$ cat src/common/ceib_pkg.sv
package ceib_pkg;

  // ************************************************************
  // register map (word aligned, byte offsets)
  // ************************************************************
  localparam logic [5:0] TX_IDENT_BYTE_0  = 6'h00;
  localparam logic [5:0] TX_IDENT_BYTE_1  = 6'h04;
  localparam logic [5:0] TX_IDENT_BYTE_2  = 6'h08;
  localparam logic [5:0] TX_IDENT_BYTE_3  = 6'h0C;
  localparam logic [5:0] RX_IDENT_BYTE_0  = 6'h10;
  localparam logic [5:0] RX_IDENT_BYTE_1  = 6'h14;
  localparam logic [5:0] RX_IDENT_BYTE_2  = 6'h18;
  localparam logic [5:0] RX_IDENT_BYTE_3  = 6'h1C;
  localparam logic [5:0] CTRL_STATUS      = 6'h20;

  // ************************************************************
  // control / status field positions
  // ************************************************************
  localparam int CTRL_TX_REQ_BIT   = 0;   // write 1: send tx identifier
  localparam int STAT_TX_EMPTY_BIT = 1;   // tx_buffer_empty_flag
  localparam int STAT_RX_FULL_BIT  = 2;   // rx_buffer_full_flag, write 1 clears
  localparam int CTRL_STATUS_RESET = 2;   // empty set, full clear

  // ************************************************************
  // identifier byte 1 and byte 3 field positions (extended and standard mapping)
  // ************************************************************
  localparam int EXT_SRR_BIT = 4;
  localparam int EXT_IDE_BIT = 3;
  localparam int EXT_RTR_BIT = 0;         // in byte 3
  localparam int STD_RTR_BIT = 4;         // in byte 1
  localparam int STD_IDE_BIT = 3;

  // ************************************************************
  // serial field lengths
  // ************************************************************
  localparam int EXT_FIELD_LEN = 32;      // id28..18, srr, ide, id17..0, rtr
  localparam int STD_FIELD_LEN = 13;      // id10..0, rtr, ide
  localparam int BIT_TIME_CYC  = 4;       // bit enable divider

  // ************************************************************
  // transmitter states
  // ************************************************************
  typedef enum logic [2:0] {
    CEIB_IDLE = 3'b001,
    CEIB_LOAD = 3'b010,
    CEIB_SEND = 3'b100
  } ceib_state_t;

endpackage : ceib_pkg

$ cat src/rtl/ceib_deserializer.sv
`timescale 1ns/1ps

module ceib_deserializer (
  // clock and reset
  input  wire logic        clk_i,
  input  wire logic        rst_i,
  // stream input
  input  wire logic        sof_i,
  input  wire logic        bit_i,
  input  wire logic        valid_i,
  // collected field
  output logic [31:0]      field_o,
  output logic [5:0]       count_o
);

  // shift in received bits, msb first
  always_ff @(posedge clk_i) begin
    if (rst_i) begin
      field_o <= 32'h0000_0000;
      count_o <= 6'h00;
    end else if (sof_i) begin
      field_o <= 32'h0000_0000;
      count_o <= 6'h00;
    end else if (valid_i && count_o != 6'h20) begin
      field_o <= {field_o[30:0], bit_i};
      count_o <= count_o + 6'h01;
    end
  end

endmodule : ceib_deserializer

$ cat src/rtl/ceib_ident_buffer.sv
// Local design decisions: the register offsets and register access over Wishbone.
`timescale 1ns/1ps

// What this block does
// Extended identifier held as 29 bits, ID28..0, over four identifier bytes.
// Identifier bit 28 goes onto the bus first.
// Numerically lower identifier means higher priority.
// Byte 0 holds ID28..21 in bits 7..0.
// Byte 1 holds ID20..18, SRR, IDE, ID17..15.
// Byte 2 holds ID14..7 in bits 7..0.
// Byte 3 holds ID6..0 in bits 7..1 and RTR in bit 0.
// RTR location depends on the format in use.
// Extended frames carry SRR and IDE both one; SRR sent recessive.
// Software writes SRR as one before requesting extended transmission.
// Received SRR is stored exactly as seen on the bus.
// IDE zero selects 11-bit, one selects 29-bit identifier.
// Receive IDE shows the received frame format.
// Transmit IDE chooses standard or extended identifier to send.
// Receive RTR captures received frame type: 0 data, 1 remote.
// Transmit RTR is sent as programmed.
// Buffer contents are undefined after reset.
// Software touches buffers only when empty or full flags allow.
// Order sent: ID28..18, SRR, IDE, ID17..0, RTR.
module ceib_ident_buffer (
  // clock and reset
  input  wire logic        clk_i,
  input  wire logic        rst_i,
  // wishbone slave
  input  wire logic        cyc_i,
  input  wire logic        stb_i,
  input  wire logic        we_i,
  input  wire logic [5:0]  adr_i,
  input  wire logic [3:0]  sel_i,
  input  wire logic [31:0] dat_i,
  output logic [31:0]      dat_o,
  output logic             ack_o,
  output logic             err_o,
  // transmit bit stream
  output logic             tx_bit_o,
  output logic             tx_valid_o,
  output logic             tx_busy_o,
  output logic             tx_ide_o,
  // receive bit stream
  input  wire logic        rx_sof_i,
  input  wire logic        rx_bit_i,
  input  wire logic        rx_valid_i,
  input  wire logic        rx_eof_i,
  // priority compare
  input  wire logic [28:0] cmp_id_i,
  output logic             tx_wins_o
);

  // ************************************************************
  // storage
  // ************************************************************
  logic [7:0]  tx_ident [0:3];
  logic [7:0]  rx_ident [0:3];
  logic        tx_buffer_empty_flag;
  logic        rx_buffer_full_flag;
  ceib_pkg::ceib_state_t state;
  ceib_pkg::ceib_state_t next_state;
  logic [1:0]  div_cnt;
  logic        bit_en;
  logic        ser_start;
  logic        ser_busy;
  logic [31:0] ser_field;
  logic [5:0]  ser_len;
  logic [31:0] rx_field;
  logic [5:0]  rx_count;
  logic        acc;
  logic        wr_ok;
  logic [31:0] rd_data;
  logic        mapped;
  logic        rx_clr;

  // ************************************************************
  // field helpers
  // ************************************************************
  // extended id from four bytes
  function automatic logic [28:0] ext_id(input logic [7:0] b0, input logic [7:0] b1,
                                         input logic [7:0] b2, input logic [7:0] b3);
    ext_id = {b0, b1[7:5], b1[2:0], b2, b3[7:1]};
  endfunction : ext_id

  // rtr bit selected by format
  function automatic logic rtr_of(input logic [7:0] b1, input logic [7:0] b3);
    rtr_of = b1[ceib_pkg::EXT_IDE_BIT] ? b3[ceib_pkg::EXT_RTR_BIT]
                                       : b1[ceib_pkg::STD_RTR_BIT];
  endfunction : rtr_of

  // ************************************************************
  // wishbone decode
  // ************************************************************
  assign acc    = cyc_i && stb_i && !ack_o && !err_o;
  assign mapped = (adr_i[5:2] <= ceib_pkg::CTRL_STATUS[5:2]) && (adr_i[1:0] == 2'b00);

  // tx bytes writable only while empty; rx bytes not writable
  assign wr_ok  = acc && we_i && sel_i[0] && tx_buffer_empty_flag;

  // ack or error one cycle after strobe
  always_ff @(posedge clk_i) begin
    if (rst_i) begin
      ack_o <= 1'b0;
      err_o <= 1'b0;
    end else begin
      ack_o <= acc && mapped;
      err_o <= acc && !mapped;
    end
  end

  // read mux, unused upper bits zero
  always_comb begin
    rd_data = 32'h0000_0000;
    case (adr_i)
      ceib_pkg::TX_IDENT_BYTE_0: rd_data[7:0] = tx_ident[0];
      ceib_pkg::TX_IDENT_BYTE_1: rd_data[7:0] = tx_ident[1];
      ceib_pkg::TX_IDENT_BYTE_2: rd_data[7:0] = tx_ident[2];
      ceib_pkg::TX_IDENT_BYTE_3: rd_data[7:0] = tx_ident[3];
      ceib_pkg::RX_IDENT_BYTE_0: rd_data[7:0] = rx_ident[0];
      ceib_pkg::RX_IDENT_BYTE_1: rd_data[7:0] = rx_ident[1];
      ceib_pkg::RX_IDENT_BYTE_2: rd_data[7:0] = rx_ident[2];
      ceib_pkg::RX_IDENT_BYTE_3: rd_data[7:0] = rx_ident[3];
      ceib_pkg::CTRL_STATUS: begin
        rd_data[ceib_pkg::STAT_TX_EMPTY_BIT] = tx_buffer_empty_flag;
        rd_data[ceib_pkg::STAT_RX_FULL_BIT]  = rx_buffer_full_flag;
      end
      default: rd_data = 32'h0000_0000;
    endcase
  end

  // registered read data
  always_ff @(posedge clk_i) begin
    if (rst_i) dat_o <= 32'h0000_0000;
    else if (acc) dat_o <= rd_data;
  end

  // ************************************************************
  // transmit buffer writes
  // ************************************************************
  // no reset: ram-like contents
  always_ff @(posedge clk_i) begin
    if (wr_ok && adr_i[5:4] == 2'b00) begin
      tx_ident[adr_i[3:2]] <= dat_i[7:0];
    end
  end

  // ************************************************************
  // flags
  // ************************************************************
  // tx empty: cleared by request, set when frame finishes
  always_ff @(posedge clk_i) begin
    if (rst_i) begin
      tx_buffer_empty_flag <= ceib_pkg::CTRL_STATUS_RESET[ceib_pkg::STAT_TX_EMPTY_BIT];
    end else if (state == ceib_pkg::CEIB_SEND && !ser_busy) begin
      tx_buffer_empty_flag <= 1'b1;
    end else if (wr_ok && adr_i == ceib_pkg::CTRL_STATUS && dat_i[ceib_pkg::CTRL_TX_REQ_BIT]) begin
      tx_buffer_empty_flag <= 1'b0;
    end
  end

  // software clear of rx full flag
  assign rx_clr = acc && we_i && sel_i[0] && adr_i == ceib_pkg::CTRL_STATUS
                  && dat_i[ceib_pkg::STAT_RX_FULL_BIT];

  // rx full: set at end of frame wins over software clear
  always_ff @(posedge clk_i) begin
    if (rst_i) begin
      rx_buffer_full_flag <= 1'b0;
    end else if (rx_eof_i) begin
      rx_buffer_full_flag <= 1'b1;
    end else if (rx_clr) begin
      rx_buffer_full_flag <= 1'b0;
    end
  end

  // ************************************************************
  // transmit sequencing
  // ************************************************************
  // bit rate enable
  always_ff @(posedge clk_i) begin
    if (rst_i) div_cnt <= 2'h0;
    else div_cnt <= div_cnt + 2'h1;
  end
  assign bit_en = (div_cnt == 2'(ceib_pkg::BIT_TIME_CYC - 1));

  // next state
  always_comb begin
    next_state = state;
    case (state)
      ceib_pkg::CEIB_IDLE: if (!tx_buffer_empty_flag) next_state = ceib_pkg::CEIB_LOAD;
      ceib_pkg::CEIB_LOAD: next_state = ceib_pkg::CEIB_SEND;
      ceib_pkg::CEIB_SEND: if (!ser_busy) next_state = ceib_pkg::CEIB_IDLE;
      default: next_state = ceib_pkg::CEIB_IDLE;
    endcase
  end

  // state register
  always_ff @(posedge clk_i) begin
    if (rst_i) state <= ceib_pkg::CEIB_IDLE;
    else state <= next_state;
  end

  assign ser_start = (state == ceib_pkg::CEIB_IDLE) && !tx_buffer_empty_flag;

  // build left-justified field by format
  always_comb begin
    ser_field = 32'h0000_0000;
    ser_len   = 6'(ceib_pkg::STD_FIELD_LEN);
    if (tx_ident[1][ceib_pkg::EXT_IDE_BIT]) begin
      ser_field = {tx_ident[0], tx_ident[1][7:5],
                   1'b1,
                   1'b1,
                   tx_ident[1][2:0], tx_ident[2], tx_ident[3][7:1],
                   tx_ident[3][ceib_pkg::EXT_RTR_BIT]};
      ser_len   = 6'(ceib_pkg::EXT_FIELD_LEN);
    end else begin
      ser_field = {tx_ident[0], tx_ident[1][7:5],
                   rtr_of(tx_ident[1], tx_ident[3]), 1'b0, 19'h00000};
    end
  end

  // id28 leaves first, msb of the field
  ceib_serializer u_ser (
    .clk_i    (clk_i),
    .rst_i    (rst_i),
    .start_i  (ser_start),
    .bit_en_i (bit_en),
    .field_i  (ser_field),
    .len_i    (ser_len),
    .bit_o    (tx_bit_o),
    .valid_o  (tx_valid_o),
    .busy_o   (ser_busy)
  );

  assign tx_busy_o = ser_busy || (state != ceib_pkg::CEIB_IDLE);
  assign tx_ide_o  = tx_ident[1][ceib_pkg::EXT_IDE_BIT];

  // lower id wins arbitration
  assign tx_wins_o = ext_id(tx_ident[0], tx_ident[1], tx_ident[2], tx_ident[3]) < cmp_id_i;

  // ************************************************************
  // receive capture
  // ************************************************************
  ceib_deserializer u_des (
    .clk_i   (clk_i),
    .rst_i   (rst_i),
    .sof_i   (rx_sof_i),
    .bit_i   (rx_bit_i),
    .valid_i (rx_valid_i),
    .field_o (rx_field),
    .count_o (rx_count)
  );

  // store received identifier at frame end; a clear in the same cycle frees the buffer
  always_ff @(posedge clk_i) begin
    if (rx_eof_i && (!rx_buffer_full_flag || rx_clr)) begin
      if (rx_count == 6'(ceib_pkg::EXT_FIELD_LEN)) begin
        rx_ident[0] <= rx_field[31:24];
        rx_ident[1] <= {rx_field[23:21], rx_field[20],
                        rx_field[19], rx_field[18:16]};
        rx_ident[2] <= rx_field[15:8];
        rx_ident[3] <= rx_field[7:0];
      end else begin
        rx_ident[0] <= rx_field[12:5];
        rx_ident[1] <= {rx_field[4:2], rx_field[1], rx_field[0], 3'h0};
      end
    end
  end

endmodule : ceib_ident_buffer

$ cat src/rtl/ceib_serializer.sv
`timescale 1ns/1ps

module ceib_serializer (
  // clock and reset
  input  wire logic        clk_i,
  input  wire logic        rst_i,
  // stream control
  input  wire logic        start_i,
  input  wire logic        bit_en_i,
  input  wire logic [31:0] field_i,
  input  wire logic [5:0]  len_i,
  // stream output
  output logic             bit_o,
  output logic             valid_o,
  output logic             busy_o
);

  logic [31:0] shreg;
  logic [5:0]  left;

  // msb first shifting of a left-justified field
  always_ff @(posedge clk_i) begin
    if (rst_i) begin
      shreg   <= 32'h0000_0000;
      left    <= 6'h00;
      bit_o   <= 1'b1;
      valid_o <= 1'b0;
    end else if (start_i) begin
      shreg   <= field_i;
      left    <= len_i;
      valid_o <= 1'b0;
    end else if (bit_en_i && left != 6'h00) begin
      bit_o   <= shreg[31];
      shreg   <= {shreg[30:0], 1'b0};
      left    <= left - 6'h01;
      valid_o <= 1'b1;
    end else begin
      valid_o <= 1'b0;
      if (left == 6'h00 && bit_en_i) bit_o <= 1'b1;          // recessive idle
    end
  end

  assign busy_o = (left != 6'h00);

endmodule : ceib_serializer

$ cat config.mk
export PLATFORM = sky130hd
export DESIGN_NAME = ceib_ident_buffer
export DESIGN_NICKNAME = d
export VERILOG_FILES = /design/src/common/ceib_pkg.sv /design/src/rtl/ceib_deserializer.sv /design/src/rtl/ceib_ident_buffer.sv /design/src/rtl/ceib_serializer.sv
export SDC_FILE = /design/constraint.sdc
export NUM_CORES = 1
export LEC_CHECK = 0
export BUFFER_PORTS_ARGS = -buffer_cell sky130_fd_sc_hd__buf_2
export CAP_MARGIN = 10
export CORE_MARGIN = 5
export CORE_UTILIZATION = 55
export DETAILED_ROUTE_END_ITERATION = 16
export GPL_TIMING_DRIVEN = 1
export PLACE_DENSITY_LB_ADDON = 0.08
export SYNTH_ARGS = -nofsm -noshare
export SYNTH_HDL_FRONTEND = slang
export SYNTH_SLANG_ARGS = --single-unit
$ cat constraint.sdc
create_clock -name clk_i -period 4.45 [get_ports clk_i]
set_input_delay 0.6675 -clock clk_i [delete_from_list [all_inputs] [get_ports clk_i]]
set_output_delay 0.6675 -clock clk_i [all_outputs]
set_load 0.01 [all_outputs]
Word level (Yosys, flattened, before mapping)
Memory sizes are Yosys's and may differ from the RTL's.
Cells that the tools add are included.
{"block": "op_classes", "eq_ne": 17, "n_reduce_logical": 41, "n_mux": 27, "add_sub_neg": 3, "bitwise_logic": 3, "order_cmp": 2}
{"op": "32-bit two-way mux", "count": 2}
{"op": "5-bit case mux with 8 select lines", "count": 1}
{"op": "29-bit less-than comparator", "count": 1}
{"op": "6-bit by 5-bit == test with 1-bit output, second input constant", "count": 4}
{"op": "21-bit two-way mux", "count": 1}
{"op": "1-bit logical AND", "count": 20}
{"op": "6-bit two-way mux", "count": 3}
{"op": "2-bit case mux with 9 select lines", "count": 1}
{"op": "8-bit two-way mux", "count": 2}
{"op": "1-bit two-way mux", "count": 13}
{"op": "6-bit by 4-bit == test with 1-bit output, second input constant", "count": 2}
{"op": "6-bit == test, second input constant", "count": 2}
{"op": "6-bit logical NOT", "count": 2}
{"op": "3-bit case mux with 3 select lines", "count": 1}
{"op": "1-bit case mux with 8 select lines", "count": 1}
{"op": "6-bit by 1-bit adder with 6-bit output, second input constant", "count": 1}
{"op": "6-bit by 3-bit == test with 1-bit output, second input constant", "count": 1}
{"op": "1-bit logical NOT", "count": 6}
{"op": "3-bit two-way mux", "count": 2}
{"op": "6-bit != test, second input constant", "count": 1}
{"op": "2-bit nonzero test", "count": 3}
{"op": "6-bit nonzero test", "count": 1}
{"op": "2-bit OR reduction", "count": 3}
{"op": "6-bit by 1-bit subtractor with 6-bit output, second input constant", "count": 1}
{"op": "13 further kinds", "count": 18}
{"block": "word_totals", "in_bits": 80, "mem_bits_rw": 64, "word_cells": 108, "mem_count": 2, "register_bits": 95}
{"memory": "rx_ident", "words": 4, "word_bits": 8, "read_ports": 4, "rd_ports_with_merged_regs": 0, "wr": 4, "line_no": "ceib_ident_buffer.sv:57", "text": "logic [7:0] rx_ident [0:3];"}
{"memory": "tx_ident", "words": 4, "word_bits": 8, "read_ports": 4, "rd_ports_with_merged_regs": 0, "wr": 1, "line_no": "ceib_ident_buffer.sv:56", "text": "logic [7:0] tx_ident [0:3];"}

Logic depth before layout (Yosys ltp)
{"block": "logic_depth", "depth_word": 12, "ltp_mapped": 8}

Modules after synthesis
A second synthesis with hierarchy kept.
{"block": "hier_totals", "cells_unflattened": 730, "hier_area_um2": 7709.9}
{"module": "ceib_ident_buffer", "instances": 1, "area_each_um2": 4241.6, "seq_area_each_um2": 2232.1, "cells_each": 376}
{"module": "ceib_serializer", "instances": 1, "area_each_um2": 1973.1, "seq_area_each_um2": 800.8, "cells_each": 214}
{"module": "ceib_deserializer", "instances": 1, "area_each_um2": 1495.2, "seq_area_each_um2": 760.7, "cells_each": 140}

Worst setup path before layout
No wires, ideal clock.
{"block": "synth_timing", "kind": "input port to flip-flop", "start": "input port adr_i[1]", "end": "memory rx_ident[2][0] (enable)", "setup_ps": 388, "path_buffers": 1, "t_arrival_ps": 2478, "path_slack_ps": 1584, "path_stages": 5, "path_cell_list": "or3b_1 nor4_4 a31oi_1 clkbuf_1 nor2_1"}
{"item": "start: declaration", "line_no": "ceib_ident_buffer.sv:32", "text": "input wire logic [5:0] adr_i,"}
{"item": "end: declaration", "line_no": "ceib_ident_buffer.sv:57"}

==> results by stage <==
Worst setup path:
- The worst setup path is captured at a primary output.
- The required time reported for the critical path endpoint is 3.78 ns.
- The cell type of the slowest stage on the worst timing path is sky130_fd_sc_hd__o41ai_1.
- In this run the worst path has a maximum fanout of 3.
- The number of buffers and inverters on the critical path is 1.
- The delay contributed by the slowest stage of the critical path is 0.63 ns.
- The endpoint arrival time on the critical path is 2.46 ns.
- The endpoint of the worst setup timing path is tx_wins_o.
- The sort of element at the start of the critical path is a register.
- The critical path goes through ha_1, nand2_1, o21ai_0, a31oi_1, o41ai_1, a21oi_1, buf_2.
- The most critical setup path has its startpoint at tx_ident[3][3]$_DFFE_PP_.
- The count of cell instances traversed by the critical path is 7.
- For flop-to-flop paths, the worst setup slack is 2.12 ns.
- The kind of cell with the highest combined delay along the critical path is compound AO/OA/AOI/OAI gates.
- The origin of the critical flop-to-flop path is err_o$_SDFF_PP0_.
- The cell depth of the worst flop-to-flop path is 6.
- The endpoint identified for the worst register-to-register timing path is rx_ident[0][0]$_DFFE_PP_.
- The worst setup path is of the reg -> out kind.

Outcome:
- The run finished with clean final reports.

Routing:
- For this run, design rule violations remaining after detail routing come to 0.
- In this run the remaining antenna-violating nets after routing total 0.
- Wires add up to 16700 µm.
- The pre-antenna-repair detailed-routing pass consisted of 5 iterations.
- The starting DRC count in detailed routing is 347.
- The number of vias per cell after detailed routing is 5.61.
- The per-cell routed wire length is 17.4 µm.
- The detailed-route via count is 5400.

GRT:
- The via count of the first global-routing pass is 5284.
- The largest net degree at the start of global routing is 70.
- The first-pass GRT wire length is 27200 µm.
- The number of antenna violations at the first check in global routing is 0.
- The total global-route track usage is 0.219.
- Global routing finished with a remaining overflow of 0.

Synth:
- The prevailing post-synth register cell is sky130_fd_sc_hd__dfxtp_1.
- Of the total synthesized cell area, the portion taken by AND, OR, NAND and NOR gates is 0.134.
- Of all cell types, the one taking the most synthesized area is sky130_fd_sc_hd__dfxtp_1.
- Dividing the synthesized area by the synthesized cell count gives 10.0 µm².
- Yosys attributes the largest share of cell area to sky130_fd_sc_hd__dfxtp_1 (27%), sky130_fd_sc_hd__edfxtp_1 (25%), sky130_fd_sc_hd__ha_1 (5.7%), sky130_fd_sc_hd__nand2_1 (5.7%), sky130_fd_sc_hd__a21oi_1 (5.3%).
- The register bit count reported by yosys is 159.
- The mapped netlist covers 0.00722 mm².
- In this run, synthesis inferred 61 flip-flops with an integrated enable.
- The complex-gate fraction of the synthesized area came to 0.153.
- The cell count after synthesis is 720.
- The count of different cell masters after synthesis is 49.
- The mux share of post-synthesis cell area is 0.0568.
- The share of the synthesized netlist area taken by xor and xnor gates is 0.0121.
- Of the post-synthesis cell area, the dominant cell type holds 0.272.
- After synthesis, the largest family of logic cells by area is compound AO/OA/AOI/OAI gates.
- The number of warnings issued by yosys is 0.
- After synthesis, the share of flip-flops with an asynchronous set or reset is 0.
- The post-synthesis share of cell area spent on full adders, half adders and majority gates is 0.0572.
- The register area share after synthesis is 0.525.

Die:
- The die area is 0.0155 mm².
- The height of the chip is 125 µm.
- The effective utilization at floorplan is 0.565.
- 119 I/O pins were placed.
- The core region area is 0.0128 mm².
- The die is 125 µm wide.
- Row generation in the floorplan step produced 41 rows.

Placed design:
- The cell area after placement is 0.00761 mm².
- Summed over all nets, the half-perimeter wirelength after detailed placement is 12000 µm.
- Including well taps, the total number of placed cells is 929.
- The pre-CTS worst setup slack is 1.46 ns.
- The final weighted congestion in routability-driven placement is 0.888.
- The count of buffers added on input and output ports is 67.

Cells and area:
- In the final layout, the share of cells above drive strength 1 is 0.144.
- The non-filler instance count after layout is 962.
- The leading cell type in the layout, fill and taps excluded is sky130_fd_sc_hd__nand2_1.
- The number of nets at the end of the flow is 890.
- The synthesis-to-finish area growth is 14.0%.
- The number of antenna diodes in the final layout is 0.
- In the layout the commonest cells are sky130_fd_sc_hd__nand2_1 (109), sky130_fd_sc_hd__dfxtp_1 (98), sky130_fd_sc_hd__a21oi_1 (77), sky130_fd_sc_hd__buf_2 (68), sky130_fd_sc_hd__edfxtp_1 (61).
- The finished cells cover 0.00824 mm².

STA:
- Setup repair after global routing left no endpoint under its margin.
- Counting I/O delays and the setup requirement, the final critical path takes 3.13 ns.
- The number of endpoints failing setup at the final stage is 0.
- In this run the tightest slew margin relative to its limit is 0.241.
- For the pin with the worst max-slew slack, the measured transition is 1.14 ns.
- The final clock skew is 0.0156 ns.
- The share of the clock period used by the worst path after layout is 0.704.
- The slack of the critical path is 1.32 ns.
- The top achievable clock speed is 319 MHz.
- After routing, the total negative slack on setup checks comes to 0 ns.
- The number of failing hold endpoints at the final stage is 0.
- The number of pins exceeding their max-slew limit in the final report is 0.

CTS:
- The clock-pin slew of the registers on the worst-case setup and hold paths is 0.06 ns.
- The number of setup buffers added after CTS is 0.
- TritonCTS built the clock tree.
- Buffers inserted to repair hold after CTS numbered 0.
- Counting along the longest clock path gives a buffer depth of 2.
- Clock tree synthesis selected as its root buffer the cell sky130_fd_sc_hd__clkbuf_16.
- The clock latency reported for the late side of the worst-skew pair is 0.43 ns.
- Once the clock tree was built, the resizer swapped 0 gates to a different size.
- The H-tree generated during clock tree synthesis spans 4 levels.
- The tree built by TritonCTS fans out to 159 sinks.
- The total CTS buffers is 17.

Power and ir drop:
- IR analysis of the VDD net gives a maximum drop of 327 µV.
- The share of total power consumed by net switching is 0.222.
- After layout, the design draws a total of 0.00316 W.
- The total net switching power is 0.000701 W.
- Of the total power, combinational logic draws 0.043.
- Dividing total power by cell area gives a power density of 384 mW/mm².
- The internal portion of the total power is 0.00246 W.
- Of the total power, the clock network draws 0.475.
- The part of the total power dissipated in sequential elements is 0.482.
- The total leakage power is 3.07 nW.

Flow run:
- The tool flagged a number of max-cap violations equal to 0.

Min path:
- Counting instances, the worst hold path has a depth of 1.
- The class of the tightest hold or removal check is reg -> reg.
-- cell type report --
| class | count | area, µm² |
|---|---|---|
| Timing Repair Buffer | 72 | 370 |
| Multi-Input combinational cell | 492 | 3100 |
| Clock buffer | 21 | 514 |
| Inverter | 35 | 131 |
| Tap cell | 172 | 215 |
| Sequential cell | 159 | 3790 |
| Fill cell | 1045 | 4540 |
| Clock inverter | 11 | 111 |
-- cell families after synthesis --
kind of cell,after synthesis
xor+xnor,10
buf+inv,92
mux,40
flops,159
simple gates,212
compound gates,173
fa+ha+maj,33
other cells,1
-- state kept, by name, indices dropped and copies added (netlist names), 2 cells and up --
name and flops:
rx_ident 32, u_des.count_o 6, u_ser.shreg 32, state 3
tx_ident 32, u_des.field_o 32, dat_o 8, div_cnt 2
u_ser.left 6
-- layer usage --
layer	wire length, µm	global-route usage	share of wire	up-vias
li1	-	-	-	2662
met5	0	0	0	-
met2	8260	0.360	0.49	172
met3	1010	0.0450	0.060	24
met1	7110	0.278	0.42	2542
met4	368	0.0999	0.022	0
-- metrics by stage --
step	hold slack [ns]	utilization
after floorplan	0.399	-
after global placement	0.408	0.595
after detailed placement	0.411	0.595
after CTS	0.426	0.644
after global routing	0.444	0.645
final	0.426	0.645
-- Yosys cell counts, drive strengths merged (2+ instances only) --
master  count
nor3        9
mux2        8
a211oi     32
nand3       6
xor2        8
nand4      10
clkbuf     27
and4        3
nand2     109
and3        3
a31oi       4
nand2b      5
nor4        4
a22oi      28
ha         33
a221oi      5
xnor2       2
buf        30
a21o        2
a22o        8
edfxtp     61
nor2       46
or2         4
o21bai      3
o211ai      2
a21oi      77
mux2i      32
inv        35
o21ai       7
or3         3
nor2b       5
dfxtp      98
-- power groups by stage --
stage,registers (W),clock network [W],logic [W]
after global placement,0.00155,0,0.000130
after CTS,0.00152,0.00153,0.000136
after global routing,0.00152,0.00160,0.000154
after floorplan,0.00155,0,0.0000987
after detailed placement,0.00155,0,0.000136
final,0.00152,0.00150,0.000137
-- worst min-delay path by stage --
stage,from,endpoint,slack [ns]
2_1_floorplan,div_cnt[0]$_SDFF_PP0_,div_cnt[0]$_SDFF_PP0_,0.40
3_3_place_gp,div_cnt[0]$_SDFF_PP0_,div_cnt[0]$_SDFF_PP0_,0.41
3_5_place_dp,div_cnt[0]$_SDFF_PP0_,div_cnt[0]$_SDFF_PP0_,0.41
4_1_cts,div_cnt[0]$_SDFF_PP0_,div_cnt[0]$_SDFF_PP0_,0.43
5_1_grt,div_cnt[0]$_SDFF_PP0_,div_cnt[0]$_SDFF_PP0_,0.44
6_report,div_cnt[0]$_SDFF_PP0_,div_cnt[0]$_SDFF_PP0_,0.43
Power figures use the tool's default switching activity.
